**config.mk**
```make
export PLATFORM = sky130hd
export DESIGN_NAME = adc_conversion_control
export DESIGN_NICKNAME = d
export VERILOG_FILES = /design/src/pkg/adc_ctrl_pkg.sv /design/src/hdl/adc_conversion_control.sv
export SDC_FILE = /design/constraint.sdc
export NUM_CORES = 1
export LEC_CHECK = 0
export BUFFER_PORTS_ARGS = -buffer_cell sky130_fd_sc_hd__buf_2
export CAP_MARGIN = 20
export CORE_MARGIN = 5
export CORE_UTILIZATION = 53
export DETAILED_ROUTE_END_ITERATION = 7
export PLACE_DENSITY = 0.86
export SKIP_CTS_REPAIR_TIMING = 1
export SYNTH_ARGS = -nofsm -noshare
export SYNTH_HDL_FRONTEND = slang
export SYNTH_SLANG_ARGS = --single-unit
```
**constraint.sdc**
```tcl
create_clock -name mclk -period 6.7 [get_ports mclk]
set_clock_uncertainty 0.05 [all_clocks]
set_input_delay 0.67 -clock mclk [delete_from_list [all_inputs] [get_ports mclk]]
set_output_delay 0.67 -clock mclk [all_outputs]
set_load 0.02 [all_outputs]
```
**src/pkg/adc_ctrl_pkg.sv**
```systemverilog
package adc_ctrl_pkg;

    // ************************************************************
    // Register map (byte addresses on the bus)
    // ************************************************************
    localparam logic [3:0] OFS_SC1      = 4'h0;   // First status/control
    localparam logic [3:0] OFS_SC2      = 4'h4;   // Second status/control
    localparam logic [3:0] OFS_RESLO    = 4'h8;   // Result low byte
    localparam logic [3:0] OFS_RESHI    = 4'hc;   // Result high nibble

    // ************************************************************
    // Field positions
    // ************************************************************
    localparam int BIT_DONE   = 7;                 // Done flag in first reg
    localparam int BIT_IEN    = 6;                 // Interrupt enable
    localparam int BIT_CONT   = 5;                 // Continuous enable
    localparam int BIT_ACTIVE = 7;                 // Active flag in second reg
    localparam int BIT_TRIG   = 6;                 // Trigger select
    localparam int BIT_CMPEN  = 5;                 // Compare enable
    localparam int BIT_CMPGE  = 4;                 // Compare sense

    // ************************************************************
    // Channel codes and reset values
    // ************************************************************
    localparam logic [4:0] CH_LAST_EXT  = 5'h1b;   // Input 27
    localparam logic [4:0] CH_RESERVED  = 5'h1c;   // Reserved code
    localparam logic [4:0] CH_REF_HIGH  = 5'h1d;   // High reference
    localparam logic [4:0] CH_REF_LOW   = 5'h1e;   // Low reference
    localparam logic [4:0] CH_OFF       = 5'h1f;   // Converter off
    localparam logic [7:0] RST_SC1      = 8'h1f;   // Off after reset
    localparam logic [7:0] RST_SC2      = 8'h00;
    localparam int         CONV_CYCLES  = 16;      // Conversion length

    // ************************************************************
    // Types
    // ************************************************************
    typedef enum logic [1:0] {
        ST_IDLE = 2'b00,
        ST_CONV = 2'b01,
        ST_DONE = 2'b11
    } conv_state_t;

    typedef struct packed {
        logic       doneIen;
        logic       contEn;
        logic [4:0] channel;
    } sc1_ctl_t;

    typedef struct packed {
        logic trigSel;
        logic cmpEn;
        logic cmpGe;
    } sc2_ctl_t;

endpackage

```
**src/hdl/adc_conversion_control.sv**
```systemverilog
// Decided for this implementation: the Wishbone slave port and the register offsets.
`timescale 1ns/1ps
// Operation
// - Write to first register aborts, restarts unless off or hardware trigger selected
// - Done flag sets per conversion, compare-gated
// - Done flag clears on first write, low read
// - Interrupt when done set with enable high
// - Single mode: one conversion per trigger
// - Continuous mode repeats after first trigger
// - Five-bit field selects among 28 channels
// - Channel codes decode to inputs and references
// - All-ones channel switches off, no extra conversion
// - Single mode enters low power after conversion
// - Active flag set at start, cleared at end/abort
// - Trigger select picks software or hardware start
// - Bit five enables compare function
// - Bit four picks less-than or greater-equal
// - Failed compare leaves result registers unchanged
// - Counter match triggers conversion when selected
module adc_conversion_control #(
    parameter int CONV_LEN = adc_ctrl_pkg::CONV_CYCLES   // Cycles per conversion
) (
    input  wire logic        mclk,          // Bus clock
    input  wire logic        arst_n,        // Async reset, active low
    input  wire logic        wb_cyc_i,      // Wishbone cycle
    input  wire logic        wb_stb_i,      // Wishbone strobe
    input  wire logic        wb_we_i,       // Write enable
    input  wire logic [3:0]  wb_adr_i,      // Byte address
    input  wire logic [3:0]  wb_sel_i,      // Byte selects
    input  wire logic [31:0] wb_dat_i,      // Write data
    output logic      [31:0] wb_dat_o,      // Read data
    output logic             wb_ack_o,      // Acknowledge
    input  wire logic        hardware_trigger_in, // Counter match pulse, async
    input  wire logic [11:0] conv_result,   // Converter result
    input  wire logic [11:0] compare_value, // Compare threshold
    output logic [4:0]       analog_select, // Selected analog input
    output logic             high_reference,// High reference selected
    output logic             low_reference, // Low reference selected
    output logic             conv_power,    // Converter powered
    output logic             conv_start,    // One-cycle start pulse
    output logic             irq            // Done interrupt, level
);

    // ************************************************************
    // Registers
    // ************************************************************
    adc_ctrl_pkg::sc1_ctl_t    sc1_r,    sc1_nxt;     // First register control
    adc_ctrl_pkg::sc2_ctl_t    sc2_r,    sc2_nxt;     // Second register control
    adc_ctrl_pkg::conv_state_t state_r,  state_nxt;   // Sequencer
    logic                      done_r,   done_nxt;    // Done flag
    logic                      armed_r,  armed_nxt;   // Continuous armed
    logic [7:0]                cnt_r,    cnt_nxt;     // Conversion timer
    logic [11:0]               res_r,    res_nxt;     // Held result
    logic [31:0]               dat_r,    dat_nxt;     // Read data
    logic                      ack_r,    ack_nxt;     // Ack
    logic                      start_r,  start_nxt;   // Start pulse
    logic [4:0]                sel_r,    sel_nxt;     // Analog mux
    logic                      refh_r,   refh_nxt;
    logic                      refl_r,   refl_nxt;
    logic                      pwr_r,    pwr_nxt;
    logic                      irq_r,    irq_nxt;
    logic [2:0]                trgSync_r;             // Trigger synchroniser

    // ************************************************************
    // Helpers
    // ************************************************************
    // Compare result in chosen sense
    // The compare value comes from outside, already settled on this clock
    // Only the greater-equal sense includes equality
    function automatic logic cmp_true(input logic [11:0] r, input logic [11:0] c, input logic ge);
        cmp_true = ge ? (r >= c) : (r < c);
    endfunction

    logic busReq;       // New request this cycle
    logic wrSc1;        // Write to first register
    logic wrSc2;        // Write to second register
    logic rdLow;        // Read of low result
    logic hwEdge;       // Hardware trigger rising edge
    logic finish;       // Conversion ends this cycle
    logic cmpOk;        // Done condition met

    assign busReq = wb_cyc_i & wb_stb_i & ~ack_r;
    assign wrSc1  = busReq & wb_we_i & wb_sel_i[0] & (wb_adr_i == adc_ctrl_pkg::OFS_SC1);
    assign wrSc2  = busReq & wb_we_i & wb_sel_i[0] & (wb_adr_i == adc_ctrl_pkg::OFS_SC2);
    assign rdLow  = busReq & ~wb_we_i & (wb_adr_i == adc_ctrl_pkg::OFS_RESLO);
    assign hwEdge = trgSync_r[1] & ~trgSync_r[2];
    assign finish = (state_r == adc_ctrl_pkg::ST_CONV) && (cnt_r == 8'(CONV_LEN - 1));
    assign cmpOk  = ~sc2_r.cmpEn | cmp_true(conv_result, compare_value, sc2_r.cmpGe);

    // ************************************************************
    // Trigger synchroniser
    // ************************************************************
    // Two stages plus an edge-history stage
    // The first stage may go metastable, so only the second stage reads it
    // Stages two and three together form the rising-edge detector
    // Reset value matches the idle low level, so no false edge after reset
    // A level held high starts only one sequence, however long it stays
    always_ff @(posedge mclk or negedge arst_n) begin
        if (!arst_n) begin
            trgSync_r <= 3'h0;
        end else begin
            trgSync_r <= {trgSync_r[1:0], hardware_trigger_in};
        end
    end

    // ************************************************************
    // Next-state logic
    // ************************************************************
    always_comb begin
        logic trig;
        trig      = 1'b0;
        sc1_nxt   = sc1_r;
        sc2_nxt   = sc2_r;
        state_nxt = state_r;
        done_nxt  = done_r;
        armed_nxt = armed_r;
        cnt_nxt   = cnt_r;
        res_nxt   = res_r;
        start_nxt = 1'b0;
        ack_nxt   = busReq;
        dat_nxt   = 32'h0;
        // Register writes
        // Only byte lane zero carries the eight-bit registers
        // Flag bits in the written byte are read-only and dropped
        if (wrSc1) begin
            sc1_nxt = adc_ctrl_pkg::sc1_ctl_t'(wb_dat_i[6:0]);
        end
        if (wrSc2) begin
            sc2_nxt = {wb_dat_i[adc_ctrl_pkg::BIT_TRIG], wb_dat_i[adc_ctrl_pkg::BIT_CMPEN],
                       wb_dat_i[adc_ctrl_pkg::BIT_CMPGE]};
        end
        // Read data
        if (busReq && !wb_we_i) begin
            case (wb_adr_i)
                adc_ctrl_pkg::OFS_SC1:   dat_nxt = {24'h0, done_r, sc1_r};
                adc_ctrl_pkg::OFS_SC2:   dat_nxt = {24'h0, state_r == adc_ctrl_pkg::ST_CONV,
                                                    sc2_r, 4'h0};
                adc_ctrl_pkg::OFS_RESLO: dat_nxt = {24'h0, res_r[7:0]};
                adc_ctrl_pkg::OFS_RESHI: dat_nxt = {28'h0, res_r[11:8]};
                default:                 dat_nxt = 32'h0;
            endcase
        end
        // Sequencer
        // Idle holds the timer at zero, ready for the next start
        // Conversion counts up to the configured length minus one
        // Done lasts one cycle and may chain into the next conversion
        // A failed compare keeps the held result and the flag untouched
        case (state_r)
            adc_ctrl_pkg::ST_IDLE: begin
                cnt_nxt = 8'h0;
            end
            adc_ctrl_pkg::ST_CONV: begin
                cnt_nxt = cnt_r + 8'h1;
                if (finish) begin
                    if (cmpOk) begin
                        done_nxt = 1'b1;
                        res_nxt  = conv_result;
                    end
                    state_nxt = adc_ctrl_pkg::ST_DONE;
                end
            end
            adc_ctrl_pkg::ST_DONE: begin
                cnt_nxt   = 8'h0;
                state_nxt = adc_ctrl_pkg::ST_IDLE;
                if (sc1_r.contEn && armed_r && sc1_r.channel != adc_ctrl_pkg::CH_OFF) begin
                    trig = 1'b1;
                end
            end
            default: state_nxt = adc_ctrl_pkg::ST_IDLE;
        endcase
        // Hardware trigger source
        // An edge during a conversion restarts it from the beginning
        // The edge also arms back-to-back operation when continuous
        if (sc2_r.trigSel && hwEdge && sc1_r.channel != adc_ctrl_pkg::CH_OFF) begin
            trig      = 1'b1;
            armed_nxt = 1'b1;
        end
        // Software write aborts and restarts
        // The write always ends the running conversion first
        // With hardware triggering selected it only disarms
        // The off code never starts, which stops continuous runs cleanly
        if (wrSc1) begin
            state_nxt = adc_ctrl_pkg::ST_IDLE;
            armed_nxt = 1'b0;
            trig      = 1'b0;
            if (wb_dat_i[4:0] != adc_ctrl_pkg::CH_OFF) begin
                if (!sc2_r.trigSel) begin
                    trig      = 1'b1;
                    armed_nxt = 1'b1;
                end
            end
        end
        if (trig) begin
            state_nxt = adc_ctrl_pkg::ST_CONV;
            cnt_nxt   = 8'h0;
            start_nxt = 1'b1;
        end
        // Clear on write or low read; completion wins
        // A write still wins, since it aborts and so owns the flag
        if ((wrSc1 || rdLow) && !(finish && cmpOk && !wrSc1)) begin
            done_nxt = 1'b0;
        end
    end

    // ************************************************************
    // Output decode
    // ************************************************************
    // Mux select follows the stored channel one cycle later
    // Reference codes raise their own select, the mux then rests at zero
    // Power and interrupt look ahead so they change with the state
    always_comb begin
        sel_nxt  = (sc1_r.channel <= adc_ctrl_pkg::CH_LAST_EXT) ? sc1_r.channel : 5'h0;
        refh_nxt = sc1_r.channel == adc_ctrl_pkg::CH_REF_HIGH;
        refl_nxt = sc1_r.channel == adc_ctrl_pkg::CH_REF_LOW;
        pwr_nxt  = (state_nxt == adc_ctrl_pkg::ST_CONV) && (sc1_nxt.channel != adc_ctrl_pkg::CH_OFF);
        irq_nxt  = done_nxt & sc1_nxt.doneIen;
    end

    // ************************************************************
    // State registers
    // ************************************************************
    always_ff @(posedge mclk or negedge arst_n) begin
        if (!arst_n) begin
            // Converter off and idle after reset
            sc1_r   <= adc_ctrl_pkg::sc1_ctl_t'(adc_ctrl_pkg::RST_SC1[6:0]);
            sc2_r   <= adc_ctrl_pkg::sc2_ctl_t'(3'h0);
            state_r <= adc_ctrl_pkg::ST_IDLE;
            done_r  <= 1'b0;
            armed_r <= 1'b0;
            cnt_r   <= 8'h0;
            res_r   <= 12'h0;
            dat_r   <= 32'h0;
            ack_r   <= 1'b0;
            start_r <= 1'b0;
            sel_r   <= 5'h0;
            refh_r  <= 1'b0;
            refl_r  <= 1'b0;
            pwr_r   <= 1'b0;
            irq_r   <= 1'b0;
        end else begin
            sc1_r   <= sc1_nxt;
            sc2_r   <= sc2_nxt;
            state_r <= state_nxt;
            done_r  <= done_nxt;
            armed_r <= armed_nxt;
            cnt_r   <= cnt_nxt;
            res_r   <= res_nxt;
            dat_r   <= dat_nxt;
            ack_r   <= ack_nxt;
            start_r <= start_nxt;
            sel_r   <= sel_nxt;
            refh_r  <= refh_nxt;
            refl_r  <= refl_nxt;
            pwr_r   <= pwr_nxt;
            irq_r   <= irq_nxt;
        end
    end

    // Every output is a register, never a gate
    assign wb_dat_o       = dat_r;
    assign wb_ack_o       = ack_r;
    assign conv_start     = start_r;
    assign analog_select  = sel_r;
    assign high_reference = refh_r;
    assign low_reference  = refl_r;
    assign conv_power     = pwr_r;
    assign irq            = irq_r;
endmodule // adc_conversion_control

```
### Word level (Yosys, flattened, before mapping)

Index checks and enable logic that the tools add are counted.

| operators by class | value |
|---|---|
| bitwise logic cells | 15 |
| add/sub/neg operators | 1 |
| magnitude comparators | 3 |
| multiplexer cells | 24 |
| reductions and logical operators | 20 |
| equal/unequal tests | 12 |

Operators by type and width:

| kind | count |
|---|---|
| 8-bit one-hot mux with 4 select lines | 1 |
| 8-bit 2-to-1 mux | 2 |
| 8-bit one-hot mux with 2 select lines | 1 |
| 5-bit inequality test, second input constant | 3 |
| 1-bit 2-to-1 mux | 14 |
| 12-bit >= comparator | 1 |
| 12-bit < comparator | 1 |
| 1-bit AND | 10 |
| 5-bit equality test, second input constant | 2 |
| 1-bit logical AND | 10 |
| 8-bit by 1-bit adder with 8-bit output, second input constant | 1 |
| 4-bit equality test, second input constant | 2 |
| 8-bit by 4-bit equality test with 1-bit output, second input constant | 1 |
| 7-bit 2-to-1 mux | 1 |
| 2-bit 2-to-1 mux | 3 |
| 5-bit less-or-equal comparator, second input constant | 1 |
| 5-bit 2-to-1 mux | 1 |
| 2-bit by 1-bit equality test with 1-bit output, second input constant | 2 |
| 4-bit by 3-bit equality test with 1-bit output, second input constant | 1 |
| 4-bit logical NOT | 1 |
| 1-bit NOT | 4 |
| 2-bit one-hot mux with 2 select lines | 1 |
| 1-bit logical NOT | 3 |
| 3-bit AND reduction | 1 |
| other kinds (7) | 7 |

| storage, ports and cells | value |
|---|---|
| bits of input ports | 70 |
| flip-flop bits (word level) | 80 |
| word-level logic and storage cells | 95 |
| output and inout bits | 43 |

### Logic depth before layout (Yosys ltp)

Gate-level depths: netlist of the first run.

| depth | value |
|---|---|
| depth after elaboration | 11 |
| gate-level depth with buffers | 9 |
| depth with buffers taken out | 8 |

### Least setup slack after synthesis of the first run

Ideal clock, no wire load.

| path | value |
|---|---|
| path type | input -> register |
| start point | input compare_value[1] |
| end point | register res_r[10] |
| buffers on the path | 1 |
| setup time | 0.125 ns |
| arrival time | 2.521 ns |
| setup slack | 4.004 ns |
| cell stages on the path | 9 |
| required time | 6.525 ns |
| cells stage by stage | inv_1 > ha_1 > nor2b_1 > o211ai_1 > a211oi_1 > or3_1 > o211ai_2 > buf_2 > mux2_2 |

| on the way | value |
|---|---|
| word-level cells in the longest chain between the ends | 4 |
| elaborated cells between the ends (all ways) | 5 |
| classes of those cells | order compare (2); mux (1); bitwise (1); reduce/logical (1) |

Ends and longest elaborated chain:

| what | RTL line | RTL |
|---|---|---|
| from (decl) | adc_conversion_control.sv:35 | `input wire logic [11:0] compare_value,` |
| 12-bit < comparator / 12-bit >= comparator (equally long branches) | adc_conversion_control.sv:71 | `cmp_true = ge ? (r >= c) : (r < c);` |
| 1-bit 2-to-1 mux * | adc_conversion_control.sv:71 |  |
| 1-bit bitwise OR * | adc_conversion_control.sv:88 | `assign cmpOk = ~sc2_r.cmpEn \| cmp_true(conv_result, compare_value, sc2_r.cmpGe);` |
| 3-bit AND reduction (no source line) * | - |  |
| to (signal assigned) | adc_conversion_control.sv:247 | `res_r <= res_nxt;` |
| to (decl) | adc_conversion_control.sv:53 | `logic [11:0] res_r, res_nxt;` |

Every way passes the cells marked *; elsewhere a longest branch is shown, timed or not.
A chain may end at the register's enable or synchronous reset.

### Worst setup path in the final report of the first run

| path | value |
|---|---|
| start point | input conv_result[1] |
| end point | register res_r[11] |

| on the way | value |
|---|---|
| word-level cells in the longest chain between the ends | 4 |
| elaborated cells between the ends (all ways) | 5 |
| classes of those cells | order compare (2); mux (1); bitwise (1); reduce/logical (1) |

Ends and longest elaborated chain:

| what | RTL line | RTL |
|---|---|---|
| from (decl) | adc_conversion_control.sv:34 | `input wire logic [11:0] conv_result,` |
| 12-bit < comparator / 12-bit >= comparator (equally long branches) | adc_conversion_control.sv:71 |  |
| 1-bit 2-to-1 mux * | adc_conversion_control.sv:71 |  |
| 1-bit bitwise OR * | adc_conversion_control.sv:88 |  |
| 3-bit AND reduction (no source line) * | - |  |

Marked as above.

==> summary.md, run 1 <==
| Metric | Value |
|---|---|
| Clock latency on the worst-skew pair | `0.32 ns` |
| Layout cells sized above 1 | `28.4%` |
| Post-Synth Simple-Gate Area | `13.8%` |
| Syn-to-layout area delta | `11.6%` |
| Largest net degree at the start of global routing | `57` |
| CTS H-tree depth | `2` |
| Register area | `0.00141 sq mm` |
| Cell area after synthesis | `0.00298 sq mm` |
| RSZ-0062 raised after global routing | `no` |
| I/O Pins | `113` |
| CTS Root Cell | `clkbuf_8` |
| Leak pwr | `1.73 nW` |
| Via density | `5.12` |
| Core region area | `0.00547 sq mm` |
| First drt pass iteration count | `4` |
| Outcome | `completed` |
| Tmin final | `2.74 ns` |
| Final Max Slew Viols | `0` |
| Starting density of the core | `54.4%` |
| Mux cell area share after synthesis | `12.1%` |
| Min Hold Slack | `0.296 ns` |
| Hold Crit Class | `reg -> reg` |
| CP Max Fanout | `14` |
| # clock sinks | `56` |
| Crit share post-route | `40.9%` |
| Layout Nets | `429` |
| CTS Buffer Depth | `2` |
| Power Density | `210 mW/mm^2` |
| Fill cells | `472` |
| Initial DRC count | `126` |
| Critical Path Start | `conv_result[1]` |
| Mean Syn Cell Area | `10.5 sq um` |
| Critical Path, Cell by Cell | `buf_2 > ha_1 > nor2b_1 > o211ai_1 > a211oi_1 > or3_1 > o211ai_2 > mux2_2` |
| Fmax | `365 MHz` |
| Via count | `2120` |
| Largest family of logic cells by synthesized area | `simple AND/OR/NAND/NOR gates` |
| Number of diodes | `0` |
| Crit path DAT | `2.90 ns` |
| Distinct cells, synth | `46` |
| Drt drc | `0` |
| TNS Setup | `0 ns` |
| Routed WL per cell | `14.1 um` |
| Worst Tran Pin Value | `0.789 ns` |
| Placed cell count | `406` |
| Post-Synth XOR/XNOR Area | `0%` |
| First-pass GRT wire length | `9600 um` |
| CTS tree | `built` |
| Data required, critical path | `6.85 ns` |
| Area of the multi-input gates | `0.00136 sq mm` |
| Ys async rst share | `100%` |
| Fin util | `60.7%` |
| Final instance area | `0.00332 sq mm` |
| Grt ovf | `0` |
| Post-Synthesis Cells | `283` |
| Final ANT Viol Nets | `0` |
| Dpl ws | `3.64 ns` |
| Maximum VDD drop | `0.000107 V` |
| Nature of the critical path startpoint | `primary input` |
| Synth Area in Compound Gates | `9.33%` |
| Final setup fails | `0` |
| Post-synth EDFFs | `0` |
| DRT Wirelength | `5830 um` |
| # port buffers | `60` |
| Slowest stage delay, CP | `0.62 ns` |
| Adder-cell area share of the yosys netlist | `7.57%` |
| Die span in x | `84.9 um` |
| Slowest-stage cell, CP | `o211ai_2` |
| Gr usage total | `16.7%` |
| Setup CP Type | `in -> reg` |
| Critical Path Sink Type | `register` |
| Site Rows | `27` |
| Final worst slack | `3.96 ns` |
| Area after DPL | `0.00324 sq mm` |
| Maxcap violations | `0` |
| Power, Total | `0.698 mW` |
| Yosys warning total | `0` |
| Max-slew headroom | `46.7%` |
| Num CTS Buffers | `5` |
| Clock slew at reported path FFs | `0.09 ns` |
| Sequential area share after synthesis | `47.3%` |
| Min-delay src | `trgSync_r[0]` |
| Fin cells | `414` |
| Post-DP HPWL | `4530 um` |
| Vias in the first global route | `2066` |
| Critical R2R Launch | `state_r[1]` |
| Fin. Hold Viols | `0` |
| Flops & latches, synth | `56` |
| Initial antenna violation count | `0` |
| GP Congestion | `0.832` |
| Die Span Y | `84.9 um` |
| Die Area | `0.00721 sq mm` |
| Dominant synthesized flop cell | `dfrtp_1` |
## flip-flops by register name, indices dropped and copies added (netlist names)
| register | flops |
|---|---|
| cnt_r | 8 |
| conv_start | 1 |
| res_r | 12 |
| wb_ack_o | 1 |
| sc2_r | 3 |
| trgSync_r | 3 |
| analog_select | 5 |
| conv_power | 1 |
| irq | 1 |
| sc1_r | 7 |
| wb_dat_o | 8 |
| low_reference | 1 |
| state_r | 2 |
| done_r | 1 |
| armed_r | 1 |
| high_reference | 1 |
## routing by layer
layer,global-route usage (%),part of all wire [%],vias to the layer above
met5,0,0,-
met2,27.4,50,72
met4,7.77,2.8,0
met3,4.17,6.8,15
li1,-,-,1039
met1,20.7,41,994
## placed cells by master, fill, tap and decap left out, types with 3 or more instances in the layout
cell      count
inv_1        18
dfrtp_1      51
nand4_1       3
dfstp_2       5
or3_1         3
conb_1       24
and2_1        6
buf_2        60
nor2_1       35
mux2_2       22
o21ai_0       7
a31oi_1       4
a22oi_1       4
ha_1         18
a21oi_1      14
clkbuf_8      5
nand3_1       5
mux2i_1       9
nand2_1      12
## path summary, 6_finish.rpt
path                                end  slack (ns)  cells past startpoint
min reg2reg                trgSync_r[1]        0.30                      0
max in group asynchronous    conv_start        5.71                      2
max reg2reg                    res_r[7]        4.12                      6
max                           res_r[11]        3.96                      8
min                        trgSync_r[1]        0.30                      0
min in group asynchronous      res_r[9]        0.40                      2
## critical path, delay by kind of cell
kind	cells	cell delay [ns]
compound gates	3	0.88
fa+ha+maj	1	0.29
buf+inv	1	0.10
mux	1	0.42
simple gates	2	0.52
## cell families after synthesis
group	Yosys count
AOI/OAI and AO/OA	42
adders and majority gates	18
buffers and inverters	51
DFF	56
muxes	33
other	1
and+or+nand+nor	82
## Yosys cell counts, types with 6 or more instances
| master | n | share of area [%] |
|---|---|---|
| a21oi_1 | 14 | 2.4 |
| and2_1 | 6 | 1.3 |
| buf_4 | 24 | 6.1 |
| clkbuf_1 | 6 | 0.76 |
| dfrtp_1 | 51 | 43 |
| ha_1 | 18 | 7.6 |
| inv_1 | 18 | 2.3 |
| mux2_2 | 22 | 8.3 |
| mux2i_1 | 9 | 3.0 |
| nand2_1 | 12 | 1.5 |
| nor2_1 | 35 | 4.4 |
| o21ai_0 | 7 | 1.2 |
## power by group
group	switching [mW]	internal, mW	total [mW]
Combinational	0.0767	0.0560	0.133
Sequential	0.0205	0.366	0.386
Clock	0.106	0.0733	0.180
## cell type report
type	instances	share of cell area, %
clock buffers	6	2.18
well taps	72	2.71
flip-flops and latches	56	42.4
inverters	18	2.03
multi-input cells	199	41.1
repair buffers	61	9.27
clock inverters	2	0.377
No activity file was read; power rests on OpenSTA's default activity.
==> run 2, diff against run 1 <==
--- a/config.mk
+++ b/config.mk
@@ -8,9 +8,9 @@
 export BUFFER_PORTS_ARGS = -buffer_cell sky130_fd_sc_hd__buf_2
 export CAP_MARGIN = 20
 export CORE_MARGIN = 5
-export CORE_UTILIZATION = 53
+export CORE_UTILIZATION = 49
 export DETAILED_ROUTE_END_ITERATION = 7
-export PLACE_DENSITY = 0.86
+export PLACE_DENSITY = 0.81
 export SKIP_CTS_REPAIR_TIMING = 1
 export SYNTH_ARGS = -nofsm -noshare
 export SYNTH_HDL_FRONTEND = slang
==> constraint.sdc (replaced) <==
create_clock -name mclk -period 2.7 [get_ports mclk]
set_clock_uncertainty 0.05 [all_clocks]
set_input_delay 0.27 -clock mclk [delete_from_list [all_inputs] [get_ports mclk]]
set_output_delay 0.27 -clock mclk [all_outputs]
set_load 0.02 [all_outputs]
==> run 2 against run 1 <==
- clock power grew to 3.5 times the previous value
- critical endpoint is now res_r[8]
- die area rose by 7.2%
- register-to-register slack got worse by 3.8 ns
- largest power group unchanged
==> summary.md, run 2 (synthesis gave the netlist of run 1 again) <==
| Metric | Value |
|---|---|
| Drt drc | `0 (unchanged)` |
| CTS H-tree depth | `2 (unchanged)` |
| Critical Path Sink Type | `register` |
| Core region area | `0.00592 sq mm (+8.2%)` |
| Clock latency on the worst-skew pair | `0.31 ns (about the same)` |
| First-pass GRT wire length | `9330 um (-2.9%)` |
| Final instance area | `0.00341 sq mm (+2.7%)` |
| Leak pwr | `1.77 nW (+2.7%)` |
| Syn-to-layout area delta | `14.7%` |
| # clock sinks | `56 (unchanged)` |
| Final worst slack | `0.300 ns (-3.66 ns)` |
| Hold Crit Class | `in -> reg` |
| CTS tree | `built` |
| Site Rows | `28 (+3.7%)` |
| Tmin final | `2.40 ns` |
| Critical R2R Launch | `state_r[1]` |
| Largest net degree at the start of global routing | `38 (-33%)` |
| Starting density of the core | `50.3% (-4.1 points)` |
| Post-DP HPWL | `4490 um (-0.89%)` |
| Fin cells | `422 (+1.9%)` |
| TNS Setup | `0 ns (unchanged)` |
| CP Buf/Inv Count | `2 (+1)` |
| Reg with most FFs | `res_r` |
| Outcome | `completed` |
| Routed WL per cell | `13.9 um (-1.2%)` |
| Power Density | `564 mW/mm^2 (+170%)` |
| Commonest non-fill, non-tap cell in the layout | `buf_2` |
| RSZ-0062 raised after global routing | `no` |
| CTS Root Cell | `clkbuf_8` |
| Reg2Reg Capture Point | `res_r[8]` |
| Initial DRC count | `96 (-24%)` |
| Number of diodes | `0 (unchanged)` |
| Crit share post-route | `88.9%` |
| CP top delay family | `simple AND/OR/NAND/NOR gates` |
| DRT Wirelength | `5870 um (+0.72%)` |
| Layout cells sized above 1 | `29.1% (+0.74 points)` |
| Num CTS Buffers | `5 (unchanged)` |
| Dpl ws | `0.299 ns (-3.34 ns)` |
| Most frequent cells in the layout | `60 x buf_2, 51 x dfrtp_1, 35 x nor2_1, 24 x conb_1, 22 x mux2_2` |
| Critical Path Start | `state_r[1]` |
| Via count | `2165 (+2.1%)` |
| Min-delay src | `hardware_trigger_in` |
| Clock slew at reported path FFs | `0.10 ns (about the same)` |
| Min Hold Slack | `0.00964 ns (-0.287 ns)` |
| First drt pass iteration count | `6 (+2)` |
| Fmax | `417 MHz` |
| Slowest-stage cell, CP | `or4b_1` |
| Die Area | `0.00773 sq mm (+7.2%)` |
| Via density | `5.13 (+0.19%)` |
| Final ANT Viol Nets | `0 (unchanged)` |
| Reg2reg path depth | `7 (+1)` |
| Layout Nets | `434 (+1.2%)` |
| Data required, critical path | `2.85 ns (-4.00 ns)` |
| Final setup fails | `0 (unchanged)` |
| Initial antenna violation count | `0 (unchanged)` |
| GP Congestion | `0.860 (+3.3%)` |
| Die span in x | `87.9 um (+3.5%)` |
| Vias in the first global route | `2012 (-2.6%)` |
| Fin. Hold Viols | `0 (unchanged)` |
| Maxcap violations | `0 (unchanged)` |
| # port buffers | `60 (unchanged)` |
| I/O Pins | `113 (unchanged)` |
| Max reg flops | `12 (unchanged)` |
| Grt ovf | `0 (unchanged)` |
| Die Span Y | `87.9 um (+3.5%)` |
| WHS Path Cells | `1 (+1)` |
| Gr usage total | `15.4% (-1.3 points)` |
| Fill cells | `523 (+11%)` |
| Power, Total | `1.93 mW (+180%)` |
| CP Max Fanout | `8 (-6)` |
| Hold EP | `trgSync_r[0]` |
| Fin util | `57.7% (-3.0 points)` |
| Nature of the critical path startpoint | `register` |
| R2R Setup Slk | `0.30 ns (-3.82 ns)` |
| Area after DPL | `0.00327 sq mm (+1.0%)` |
| Final Max Slew Viols | `0 (unchanged)` |
| Maximum VDD drop | `0.000307 V (+190%)` |
| Crit path DAT | `2.55 ns (-0.35 ns)` |
| CTS Buffer Depth | `2 (unchanged)` |
| Placed cell count | `413 (+1.7%)` |
| Slowest stage delay, CP | `0.48 ns (-0.14 ns)` |
| Critical Path, Cell by Cell | `inv_1 > ha_1 > or4b_1 > nor4_1 > o211ai_2 > buf_4 > mux2_1` |
| Setup CP Type | `reg -> reg` |
[run 2: cell count changes in the layout (fill, tap and decap cells not counted)]
| cell | delta |
|---|---|
| buf_4 | +4 |
| bufinv_16 | +2 |
| clkinv_2 | -1 |
| clkinvlp_4 | -1 |
| dlygate4sd3_1 | +1 |
[run 2: final cells by class]
type                       instances  area, sq um  area share (%)
tap                               75         93.8            2.75
sequential                        56         1410            41.2
multi-input combinational        199         1360            40.0
clock inverter                     2         60.1            1.76
clock buffer                       6         72.6            2.13
inverter                          18         67.6            1.98
timing repair buffer              66          348            10.2
[run 2: worst reg2reg max path, delay by kind of cell (launching register included)]
kind | cells | cell delay, ns
buffers and inverters | 2 | 0.31
multiplexers | 1 | 0.31
AND/OR/NAND/NOR | 2 | 0.81
flip-flops | 1 | 0.43
AO/OA/AOI/OAI | 1 | 0.15
adder cells (fa/ha/maj) | 1 | 0.23
[run 2: how the worst max path moves through the flow]
stage / to / cells past startpoint
4_1_cts: res_r[8] / 7
3_3_place_gp: res_r[8] / 7
2_1_floorplan: res_r[10] / 9
5_1_grt: res_r[8] / 7
3_5_place_dp: res_r[8] / 7
6_report: res_r[8] / 7
[run 2: routing by layer]
layer	GRT usage (%)	wire [um]	share of wire [%]
met1	20.1	2500	43
met2	26.1	2890	49
met3	2.73	404	6.9
met4	4.60	68	1.2
met5	0	0	0
[run 2: where the power goes]
group | leakage (nW) | internal, mW | switching (mW) | total [mW]
sequential | 0.710 | 0.907 | 0.0510 | 0.959
clock | 0.0654 | 0.371 | 0.266 | 0.637
combinational | 0.997 | 0.140 | 0.190 | 0.330
total | 1.77 | 1.42 | 0.507 | 1.93
